--- src/hw/amc_regs.svh ---
/*
  Constants of the mode and calibration control block: control word field
  positions, reset values, transfer lengths and background slot counts.
  Assumes it is included by bare name from the package and the modules.
*/
`ifndef AMC_REGS_SVH
`define AMC_REGS_SVH

// Control word field positions
`define AMC_MODE_MSB      23
`define AMC_MODE_LSB      21
`define AMC_GAIN_MSB      20
`define AMC_GAIN_LSB      18
`define AMC_CHAN_BIT      17
`define AMC_PDOWN_BIT     16
`define AMC_WLEN_BIT      15
`define AMC_NOTCH_MSB     11
`define AMC_NOTCH_LSB     0

// Reset values
`define AMC_CFG_RESET     24'h000000
`define AMC_ZS_RESET      24'h000000
`define AMC_FS_RESET      24'h800000
`define AMC_DATA_RESET    24'h000000

// Transfer lengths in serial clocks
`define AMC_FULL_LEN      5'h18
`define AMC_SHORT_LEN     5'h10

// Background calibration: measurement slots per output word
`define AMC_BG_SLOTS      3'h6

`endif

--- src/hw/amc_pkg.sv ---
/*
  Types of the mode and calibration control block: operating modes,
  measurement sources, sequencer states and the serial pin bundle.
  Assumes the constants header is on the include path.
*/
`include "amc_regs.svh"

package amc_pkg;

  // Operating mode field codes
  typedef enum logic [2:0] {
    AMC_MD_NORMAL  = 3'b000,
    AMC_MD_SELF    = 3'b001,
    AMC_MD_SYSZERO = 3'b010,
    AMC_MD_SYSFULL = 3'b011,
    AMC_MD_SYSOFF  = 3'b100,
    AMC_MD_BACKGND = 3'b101,
    AMC_MD_ZSACC   = 3'b110,
    AMC_MD_FSACC   = 3'b111
  } amc_mode_e;

  // What the converter front end measures
  typedef enum logic [1:0] {
    AMC_SRC_INPUT  = 2'b00,
    AMC_SRC_SHORT  = 2'b01,
    AMC_SRC_REF    = 2'b10
  } amc_src_e;

  // Sequencer states
  typedef enum logic [1:0] {
    AMC_SQ_ISSUE   = 2'b00,
    AMC_SQ_WAIT    = 2'b01
  } amc_seq_e;

  // Serial port pins as seen by the device
  typedef struct packed {
    logic sclk;
    logic tfsN;
    logic rfsN;
    logic sdataIn;
    logic registerSelectPin;
  } amc_pins_s;

endpackage

--- src/hw/amc_ctrl.sv ---
/*
  Mode and calibration control: serial control word, data register and
  per-channel zero and full scale coefficients, with data-ready signalling.
  Assumes host pins are asynchronous to ref_clk and slower than it by far;
  the host changes write data and samples read data before the
  rising sclk edge, and the front end answers each measStart once.
*/
`timescale 1ns/100ps
`default_nettype none
`include "amc_regs.svh"

module amc_ctrl
  import amc_pkg::*;
#(
  parameter int CHANNELS = 2
)(
  input  wire logic        ref_clk,
  input  wire logic        reset,
  input  wire amc_pins_s   pins,
  output var  logic        sdataOut,
  output var  logic        sdataOe,
  output var  logic        data_ready_n,
  output var  logic        measStart,
  output var  amc_src_e    measSource,
  input  wire logic        measDone,
  input  wire logic [23:0] measData,
  output var  logic [7:0]  pgaGain,
  output var  logic        channel_select,
  output var  logic        powerDown,
  output var  logic [11:0] notchCode
);

  // Pin synchronisers and edge history
  amc_pins_s pinMeta, pinSync, pinPrev;
  always_ff @(posedge ref_clk or posedge reset) begin
    if (reset) begin
      pinMeta <= '{sclk: 1'b0, tfsN: 1'b1, rfsN: 1'b1, sdataIn: 1'b0, registerSelectPin: 1'b0};
      pinSync <= '{sclk: 1'b0, tfsN: 1'b1, rfsN: 1'b1, sdataIn: 1'b0, registerSelectPin: 1'b0};
      pinPrev <= '{sclk: 1'b0, tfsN: 1'b1, rfsN: 1'b1, sdataIn: 1'b0, registerSelectPin: 1'b0};
    end else begin
      pinMeta <= pins;
      pinSync <= pinMeta;
      pinPrev <= pinSync;
    end
  end

  // Edge strobes
  wire sclkRise = pinSync.sclk & ~pinPrev.sclk;
  wire tfsFall  = ~pinSync.tfsN & pinPrev.tfsN;
  wire tfsRise  = pinSync.tfsN & ~pinPrev.tfsN;
  wire rfsFall  = ~pinSync.rfsN & pinPrev.rfsN;
  wire rfsRise  = pinSync.rfsN & ~pinPrev.rfsN;

  // Control word and its fields
  logic [23:0] cfg;
  amc_mode_e   cfgMode;
  assign cfgMode = amc_mode_e'(cfg[`AMC_MODE_MSB:`AMC_MODE_LSB]);
  wire cfgChan  = cfg[`AMC_CHAN_BIT];
  wire cfgWlen  = cfg[`AMC_WLEN_BIT];
  wire zsAccess = (cfgMode == AMC_MD_ZSACC);
  wire fsAccess = (cfgMode == AMC_MD_FSACC);

  // Receive shifter
  logic [23:0] rxShift;
  logic [4:0]  rxCount;
  logic        rxSel;
  always_ff @(posedge ref_clk or posedge reset) begin
    if (reset) begin
      rxShift <= 24'h000000;
      rxCount <= 5'h00;
      rxSel   <= 1'b0;
    end else if (tfsFall) begin
      rxCount <= 5'h00;
      rxSel   <= pinSync.registerSelectPin;
    end else if (sclkRise && !pinSync.tfsN && rxCount < `AMC_FULL_LEN) begin
      rxShift <= {rxShift[22:0], pinSync.sdataIn};
      rxCount <= rxCount + 5'h01;
    end
  end

  // Write commits at frame end only with all 24 bits
  wire rxFull   = (rxCount == `AMC_FULL_LEN);
  wire cfgWrite = tfsRise && rxFull && !rxSel;
  wire zsWrite  = tfsRise && rxFull && rxSel && zsAccess;
  wire fsWrite  = tfsRise && rxFull && rxSel && fsAccess;

  // Sequencer outputs
  logic        seqZero, seqFull, seqResult, seqCalDone;
  logic [23:0] seqData;

  amc_meas_seq u_seq (
    .ref_clk     (ref_clk),
    .reset       (reset),
    .start       (cfgWrite),
    .startMode   (amc_mode_e'(rxShift[`AMC_MODE_MSB:`AMC_MODE_LSB])),
    .measDone    (measDone),
    .measData    (measData),
    .measStart   (measStart),
    .measSource  (measSource),
    .coefWrZero  (seqZero),
    .coefWrFull  (seqFull),
    .resultValid (seqResult),
    .calDone     (seqCalDone),
    .resultData  (seqData)
  );

  // Control word: host load, hardware return to normal
  always_ff @(posedge ref_clk or posedge reset) begin
    if (reset) begin
      cfg <= `AMC_CFG_RESET;
    end else if (cfgWrite) begin
      cfg <= rxShift;
    end else if (seqCalDone) begin
      cfg[`AMC_MODE_MSB:`AMC_MODE_LSB] <= AMC_MD_NORMAL;
    end
  end

  // Per-channel coefficient storage
  logic [23:0] zsCoef [CHANNELS];
  logic [23:0] fsCoef [CHANNELS];
  for (genvar ch = 0; ch < CHANNELS; ch++) begin : g_coef
    wire chSel = (cfgChan == 1'(ch));
    always_ff @(posedge ref_clk or posedge reset) begin
      if (reset) begin
        zsCoef[ch] <= `AMC_ZS_RESET;
        fsCoef[ch] <= `AMC_FS_RESET;
      end else begin
        if (chSel && zsWrite) begin
          zsCoef[ch] <= rxShift;
        end else if (chSel && seqZero) begin
          zsCoef[ch] <= seqData;
        end
        if (chSel && fsWrite) begin
          fsCoef[ch] <= rxShift;
        end else if (chSel && seqFull) begin
          fsCoef[ch] <= seqData;
        end
      end
    end
  end

  // Conversion result register
  logic [23:0] dataWord;
  always_ff @(posedge ref_clk or posedge reset) begin
    if (reset) begin
      dataWord <= `AMC_DATA_RESET;
    end else if (seqResult) begin
      dataWord <= seqData;
    end
  end

  // Read source and length at frame start
  wire         coefRead = pinSync.registerSelectPin && (zsAccess || fsAccess);
  wire         dataRead = pinSync.registerSelectPin && !coefRead;
  wire [23:0]  readWord = !pinSync.registerSelectPin ? cfg :
                          zsAccess ? zsCoef[cfgChan] :
                          fsAccess ? fsCoef[cfgChan] : dataWord;
  wire [4:0]   readLen  = (dataRead && !cfgWlen) ? `AMC_SHORT_LEN :
                          `AMC_FULL_LEN;
  wire         readOk   = !dataRead || !data_ready_n;

  // Transmit shifter
  logic [23:0] txShift;
  logic [4:0]  txCount;
  logic [4:0]  txLen;
  logic        txData;
  wire         txLast = sdataOe && sclkRise && (txCount + 5'h01 == txLen);
  always_ff @(posedge ref_clk or posedge reset) begin
    if (reset) begin
      txShift  <= 24'h000000;
      txCount  <= 5'h00;
      txLen    <= `AMC_FULL_LEN;
      txData   <= 1'b0;
      sdataOut <= 1'b0;
      sdataOe  <= 1'b0;
    end else if (rfsFall) begin
      txShift  <= {readWord[22:0], 1'b0};
      sdataOut <= readWord[23];
      txCount  <= 5'h00;
      txLen    <= readLen;
      txData   <= dataRead;
      sdataOe  <= readOk;
    end else if (rfsRise) begin
      sdataOe  <= 1'b0;
    end else if (sdataOe && sclkRise && txCount < txLen) begin
      sdataOut <= txShift[23];
      txShift  <= {txShift[22:0], 1'b0};
      txCount  <= txCount + 5'h01;
    end
  end

  // Data ready: new word or calibration end wins over read completion
  always_ff @(posedge ref_clk or posedge reset) begin
    if (reset) begin
      data_ready_n <= 1'b1;
    end else if (seqResult || seqCalDone) begin
      data_ready_n <= 1'b0;
    end else if (txLast && txData) begin
      data_ready_n <= 1'b1;
    end
  end

  // Front end settings
  always_ff @(posedge ref_clk or posedge reset) begin
    if (reset) begin
      pgaGain        <= 8'h01;
      channel_select <= 1'b0;
      powerDown      <= 1'b0;
      notchCode      <= 12'h000;
    end else begin
      pgaGain        <= 8'h01 << cfg[`AMC_GAIN_MSB:`AMC_GAIN_LSB];
      channel_select <= cfgChan;
      powerDown      <= cfg[`AMC_PDOWN_BIT];
      notchCode      <= cfg[`AMC_NOTCH_MSB:`AMC_NOTCH_LSB];
    end
  end

endmodule
`default_nettype wire

--- src/hw/amc_meas_seq.sv ---
/*
  Measurement sequencer: issues conversions to the front end and turns
  their results into data words or calibration coefficients per mode.
  Assumes the front end answers each measStart with exactly one measDone.
*/
`timescale 1ns/100ps
`default_nettype none
`include "amc_regs.svh"

module amc_meas_seq
  import amc_pkg::*;
(
  input  wire logic        ref_clk,
  input  wire logic        reset,
  input  wire logic        start,
  input  wire amc_mode_e   startMode,
  input  wire logic        measDone,
  input  wire logic [23:0] measData,
  output var  logic        measStart,
  output var  amc_src_e    measSource,
  output var  logic        coefWrZero,
  output var  logic        coefWrFull,
  output var  logic        resultValid,
  output var  logic        calDone,
  output var  logic [23:0] resultData
);

  amc_seq_e  state;
  amc_mode_e mode;
  logic [2:0] step;
  logic       discard;

  // Source of the current step and what its result feeds
  amc_src_e   stepSrc;
  logic       stepZero, stepFull, stepData, stepLast;
  logic [2:0] next_step;
  always_comb begin
    stepSrc  = AMC_SRC_INPUT;
    stepZero = 1'b0;
    stepFull = 1'b0;
    stepData = 1'b0;
    stepLast = 1'b0;
    next_step = 3'h0;
    unique case (mode)
      AMC_MD_SELF: begin
        stepSrc  = (step == 3'h0) ? AMC_SRC_SHORT : AMC_SRC_REF;
        stepZero = (step == 3'h0);
        stepFull = (step != 3'h0);
        stepLast = (step != 3'h0);
        next_step = 3'h1;
      end
      AMC_MD_SYSZERO: begin
        stepZero = 1'b1;
        stepLast = 1'b1;
      end
      AMC_MD_SYSFULL: begin
        stepFull = 1'b1;
        stepLast = 1'b1;
      end
      AMC_MD_SYSOFF: begin
        stepSrc  = (step == 3'h0) ? AMC_SRC_INPUT : AMC_SRC_REF;
        stepZero = (step == 3'h0);
        stepFull = (step != 3'h0);
        stepLast = (step != 3'h0);
        next_step = 3'h1;
      end
      AMC_MD_BACKGND: begin
        // Six slots per word: input, short settle/measure, ref settle/measure, input settle
        stepSrc  = (step == 3'h0 || step == 3'h5) ? AMC_SRC_INPUT :
                   (step < 3'h3) ? AMC_SRC_SHORT : AMC_SRC_REF;
        stepData = (step == 3'h0);
        stepZero = (step == 3'h2);
        stepFull = (step == 3'h4);
        next_step = (step == `AMC_BG_SLOTS - 3'h1) ? 3'h0 : step + 3'h1;
      end
      default: begin
        stepData = 1'b1;
      end
    endcase
  end

  wire useResult = (state == AMC_SQ_WAIT) && measDone && !discard && !start;

  // Issue, wait, act on result
  always_ff @(posedge ref_clk or posedge reset) begin
    if (reset) begin
      state       <= AMC_SQ_ISSUE;
      mode        <= AMC_MD_NORMAL;
      step        <= 3'h0;
      discard     <= 1'b0;
      measStart   <= 1'b0;
      measSource  <= AMC_SRC_INPUT;
      coefWrZero  <= 1'b0;
      coefWrFull  <= 1'b0;
      resultValid <= 1'b0;
      calDone     <= 1'b0;
      resultData  <= `AMC_DATA_RESET;
    end else begin
      measStart   <= 1'b0;
      coefWrZero  <= useResult && stepZero;
      coefWrFull  <= useResult && stepFull;
      resultValid <= useResult && stepData;
      calDone     <= useResult && stepLast;
      if (measDone) begin
        resultData <= measData;
      end
      if (start) begin
        mode    <= startMode;
        step    <= 3'h0;
        discard <= (state == AMC_SQ_WAIT) && !measDone;
        state   <= (state == AMC_SQ_WAIT && !measDone) ? AMC_SQ_WAIT : AMC_SQ_ISSUE;
      end else if (state == AMC_SQ_ISSUE) begin
        measStart  <= 1'b1;
        measSource <= stepSrc;
        state      <= AMC_SQ_WAIT;
      end else if (measDone) begin
        state   <= AMC_SQ_ISSUE;
        discard <= 1'b0;
        if (!discard) begin
          step <= stepLast ? 3'h0 : next_step;
          if (stepLast) begin
            mode <= AMC_MD_NORMAL;
          end
        end
      end
    end
  end

endmodule
`default_nettype wire

--- config.mk ---
export PLATFORM = sky130hd
export DESIGN_NAME = amc_ctrl
export DESIGN_NICKNAME = d
export VERILOG_FILES = /design/src/hw/amc_pkg.sv /design/src/hw/amc_ctrl.sv /design/src/hw/amc_meas_seq.sv
export VERILOG_INCLUDE_DIRS = /design/src /design/src/hw
export SDC_FILE = /design/constraint.sdc
export NUM_CORES = 1
export LEC_CHECK = 0
export BUFFER_PORTS_ARGS = -buffer_cell sky130_fd_sc_hd__buf_2
export CORE_UTILIZATION = 55
export DETAILED_ROUTE_END_ITERATION = 7
export PLACE_DENSITY = 0.79
export SYNTH_ARGS = -nofsm -noshare
export SYNTH_HDL_FRONTEND = slang
export SYNTH_SLANG_ARGS = --single-unit
export TNS_END_PERCENT = 1
--- constraint.sdc ---
create_clock -name ref_clk -period 12.6 [get_ports ref_clk]
set_input_delay 3.15 -clock ref_clk [delete_from_list [all_inputs] [get_ports ref_clk]]
set_output_delay 3.15 -clock ref_clk [all_outputs]
set_load 0.02 [all_outputs]
# --- Word-level counts from Yosys, hierarchy flattened ---
# Index checks and enable logic that the tools add are counted.
totals:
  in_bits: 32
  register_bits: 287
  out_inout_bits: 28
  elab_cells: 215
op_classes:
  n_shift: 1
  n_eq_ne: 16
  bitwise_logic: 14
  n_addsub: 3
  mux: 65
  n_lt_le_gt_ge: 4
  n_reduce_logical: 67
op_table:
  columns: ["cell", "count"]
  rows:
  - ["24-bit two-way mux", 20]
  - ["3-bit two-way mux", 13]
  - ["1-bit logical AND", 30]
  - ["5-bit two-way mux", 5]
  - ["2-bit nonzero test", 11]
  - ["3-bit == test (second input constant)", 6]
  - ["2-bit two-way mux", 7]
  - ["1-bit two-way mux", 13]
  - ["5-bit by 1-bit adder with 5-bit output (second input constant)", 2]
  - ["3-bit by 2-bit == test with 1-bit output (second input constant)", 3]
  - ["1-bit logical NOT", 9]
  - ["1-bit NOT", 8]
  - ["2-bit AND reduction", 4]
  - ["1-bit by 3-bit left shift with 8-bit output (first input constant)", 1]
  - ["1-bit one-hot mux with 3 select lines", 2]
  - ["2-bit one-hot mux with 3 select lines", 1]
  - ["3-bit one-hot mux with 2 select lines", 1]
  - ["3-bit nonzero test", 2]
  - ["1-bit bitwise AND", 5]
  - ["5-bit == test", 1]
  - ["5-bit == test (second input constant)", 1]
  - ["5-bit less-than comparator", 1]
  - ["5-bit less-than comparator (second input constant)", 1]
  - ["1-bit logical OR", 4]
  - ["other kinds (16)", 19]

# --- Logic depth before layout (Yosys ltp) ---
logic_depth:
  word_depth: 8
  mapped_depth: 8
  ltp_nobuf: 6

# --- Modules after synthesis ---
# From an unflattened synthesis, not the netlist that was laid out.
unflattened:
  cells_unflattened: 1020
  area_unflattened_um2: 12398.1
by_module_without_submodules:
  columns: ["mod", "cells_each", "area_per_inst_um2", "instances", "seq_area_each_um2"]
  rows:
  - ["amc_ctrl", 889, 10652.7, 1, 6069.6]
  - ["amc_meas_seq", 131, 1745.4, 1, 975.9]

# --- Worst setup path after synthesis ---
# Ideal clock, no wire load.
synth_path:
  path_kind: "input to register"
  startpoint: "input measDone"
  endpoint: "register u_seq.resultData[10]"
  setup_slack_ps: 8352
  required_ps: 12475
  n_path_buf: 2
  path_stages: 3
  setup_ps: 125
  arrival_ps: 4123
  cell_sequence: "clkbuf_1 > buf_1 > mux2_2"
synth_lines:
  columns: ["element", "line", "rtl"]
  rows:
  - ["start: declaration", "amc_ctrl.sv:25", "input wire logic measDone,"]
  - ["end signal: assignment", "amc_meas_seq.sv:97", "resultData <= `AMC_DATA_RESET;"]
  - ["end signal: assignment", "amc_meas_seq.sv:105", "resultData <= measData;"]
  - ["end: declaration", "amc_meas_seq.sv:25", "output var logic [23:0] resultData"]
# No word-level cell between the ends.

==> impl_metrics.csv <==
group,metric,value,unit
floorplan,io_pins,60,
floorplan,die_h,152,um
yosys,ys_seq_area_share,56.7,%
layout,fillers,1724,
placement,post-place-ws,6740,ps
hold_path,whs_endpoint,"pinSync[0]$_DFF_PP0_",
floorplan,rows,54,
layout,area_growth,11.0,%
route,drt_drc_violations_left,4,
setup_path,worst_setup_path_start_kind,"primary input",
layout,final_common_cell,"dfrtp_1",
timing,hold_viol,0,
placement,gp_congestion,0.836,
floorplan,die_x,152,um
timing,maxSlewHeadroom,18.9,%
route,wl_per_cell,21.5,um
global_route,grt_pass1_wl,49900,um
clock_network,numClockSinks,281,
yosys,netlist.area_leader.share,54.4,%
layout,layout-drive-gt1-share,18.0,%
layout,final_cell_mix,"dfrtp_1 (269), nand2_1 (105), mux2i_1 (97)",
flow_run,maxCapViolations,0,
yosys,syn_inst,1086,
route,ant_nets,0,
setup_path,crit_path_end_kind,"async pin",
global_route,overflow,0,
run_status,violations,"DRC",
yosys,synthArstFlopShare,100,%
setup_path,r2r_end,"txShift[17]$_DFFE_PP0P_",
yosys,ys.flop_type,"dfrtp_1",
run_status,status,"complete, but fails checks",
clock_network,clkTransAtPathRegs,60,ps
yosys,syn-num-nets,1124,
clock_network,cts_setup_buffers,0,
global_route,grt_usage,27.1,%
setup_path,worstSetupPathType,"in2async",
route,dr.pass1.iters,7,
timing,grt_setup_unrepaired,"no",
route,route.vias.total,8885,
hold_path,min_from,"pinMeta[0]$_DFF_PP0_",
route,post_drt_via_cell_ratio,6.29,
timing,layout_min_cycle_time,5180,ps
timing,fin_worst_skew,12.9,ps
yosys,synth.distinct_cells,61,
clock_network,cts_max_path_buffers,3,
global_route,grt_pass1_vias,9054,
timing,worstMarginPinSlew,1220,ps
yosys,synth_edf_count,0,
floorplan,core_area,22000,um2
power_and_ir_drop,p_leak,6.60,nW
setup_path,rrSetupSlack,9580,ps
yosys,synth-seq-cells,281,
timing,slew_viol_final,0,
setup_path,cp.required,13120,ps
timing,setup_viol,0,
floorplan,start_util,56.6,%
route,first_iter_violations,896,
timing,fin_crit_sh,41.1,%
route,postRouteWirelength,30300,um
layout,instances_no_fill,1413,
yosys,synth_area_leaders,"dfrtp_1 (54%), mux2i_1 (7.8%), mux2_2 (4.9%)",
floorplan,dieArea,23200,um2
clock_network,cts_tree,"yes",
clock_network,clkLatencyLatePin,550,ps
timing,hold_ws,348,ps
clock_network,clock-root-buffer,"clkbuf_16",
clock_network,hold_buffers,0,
setup_path,cp.arrival,5700,ps
yosys,synth_area,12400,um2
timing,finalSetupTns,0,ps
clock_network,cts_buffers,29,
yosys,syn_area_per_cell,11.4,um2
clock_network,cts-resized-gates,0,
placement,dp_hpwl,16600,um
yosys,yosysWarnings,0,
power_and_ir_drop,powerDensity,142,nW/um2
placement,io_buffers,59,
setup_path,r2r_cells,6,
placement,placed_area,12800,um2
power_and_ir_drop,peakVddDrop,0.0000931,V
yosys,synth_area_leader_cell,"dfrtp_1",
layout,fin_area,13800,um2
setup_path,path_max_fanout,132,
global_route,grt_max_degree,133,
clock_network,htreeDepth,1,
layout,nets,1149,
timing,fmax,193,MHz
layout,diodes,0,
timing,setup_ws,7420,ps
setup_path,r2r-start,"pinSync[2]$_DFF_PP1_",
global_route,antenna_found_initial,0,
hold_path,hp-class,"reg2reg",
hold_path,worstHoldPathCells,0,
placement,dp_cells,1360,
per-stage QoR:
stage	utilization, %	total power, mW
floorplan	-	1.08
global placement	58.5	1.12
detailed placement	58.5	1.12
CTS	62.9	1.96
global route	62.9	2.02
finish	62.9	1.95
how the worst max path moves through the flow:
stage / cells past startpoint / start / slack [ps] / to
after global placement: 4 / reset / 6730 / fsCoef[29]$_DFFE_PP0P_
final: 4 / reset / 7420 / cfg[23]$_DFFE_PP0P_
after detailed placement: 4 / reset / 6740 / dataWord[5]$_DFFE_PP0P_
after floorplan: 1 / reset / 1720 / cfg[0]$_DFFE_PP0P_
after global routing: 4 / reset / 6960 / zsCoef[23]$_DFFE_PP0P_
after CTS: 4 / reset / 7310 / zsCoef[23]$_DFFE_PP0P_
critical path: stages:
cell and delay, ps:
buf_2 130, inv_8 560, buf_4 830, buf_4 880
layer usage:
layer | GRT usage, % | share of wire (%) | vias to the layer above
met5 | 0 | 0 | -
met2 | 43.9 | 47 | 326
li1 | - | - | 3972
met3 | 4.01 | 6.2 | 70
met4 | 8.11 | 2.9 | 0
met1 | 38.0 | 44 | 4517
power breakdown:
group | switching (mW) | internal (mW)
Combinational | 0.0647 | 0.0523
Sequential | 0.0422 | 0.951
Clock | 0.350 | 0.495
Total | 0.457 | 1.50
synthesized netlist by cell type, types with 8 or more instances:
cell and number:
dfrtp_1 270, nand2_1 105, mux2i_1 97, nor2_1 85, o21ai_0 56, a21oi_1 55, clkbuf_1 55, mux2_2 54
o22a_1 45, o221ai_1 42, a2bb2oi_1 40, inv_1 29, buf_2 11, dfstp_2 11, o22ai_1 9, nor3_1 8
cell type report:
class | count | area, um2 | share of cell area (%)
clock buffers | 42 | 865 | 6.26
clock inverters | 11 | 88.8 | 0.644
well taps | 280 | 350 | 2.54
multi-input cells | 693 | 4910 | 35.5
flip-flops and latches | 281 | 7050 | 51.1
repair buffers | 76 | 423 | 3.06
inverters | 30 | 120 | 0.870
flip-flops by register name (all words and copies together) (netlist names), 5 cells and up:
register and cells:
pinMeta 5, txCount 5, u_seq.resultData 24, zsCoef 48, notchCode 12, cfg 24
pinSync 5, pgaGain 8, dataWord 24, rxShift 24, txShift 23, fsCoef 48
rxCount 5
cells by family after synthesis:
logic type                 after synthesis  synth area share (%)
DFF                                    281                  56.7
AOI/OAI and AO/OA                      278                  16.2
and+or+nand+nor                        248                  9.03
muxes                                  152                  12.9
buffers and inverters                  112                  3.95
xor gates and xnor gates                 8                 0.564
adders and majority gates                7                 0.684
Note: power is estimated with default switching activity, not from simulation.
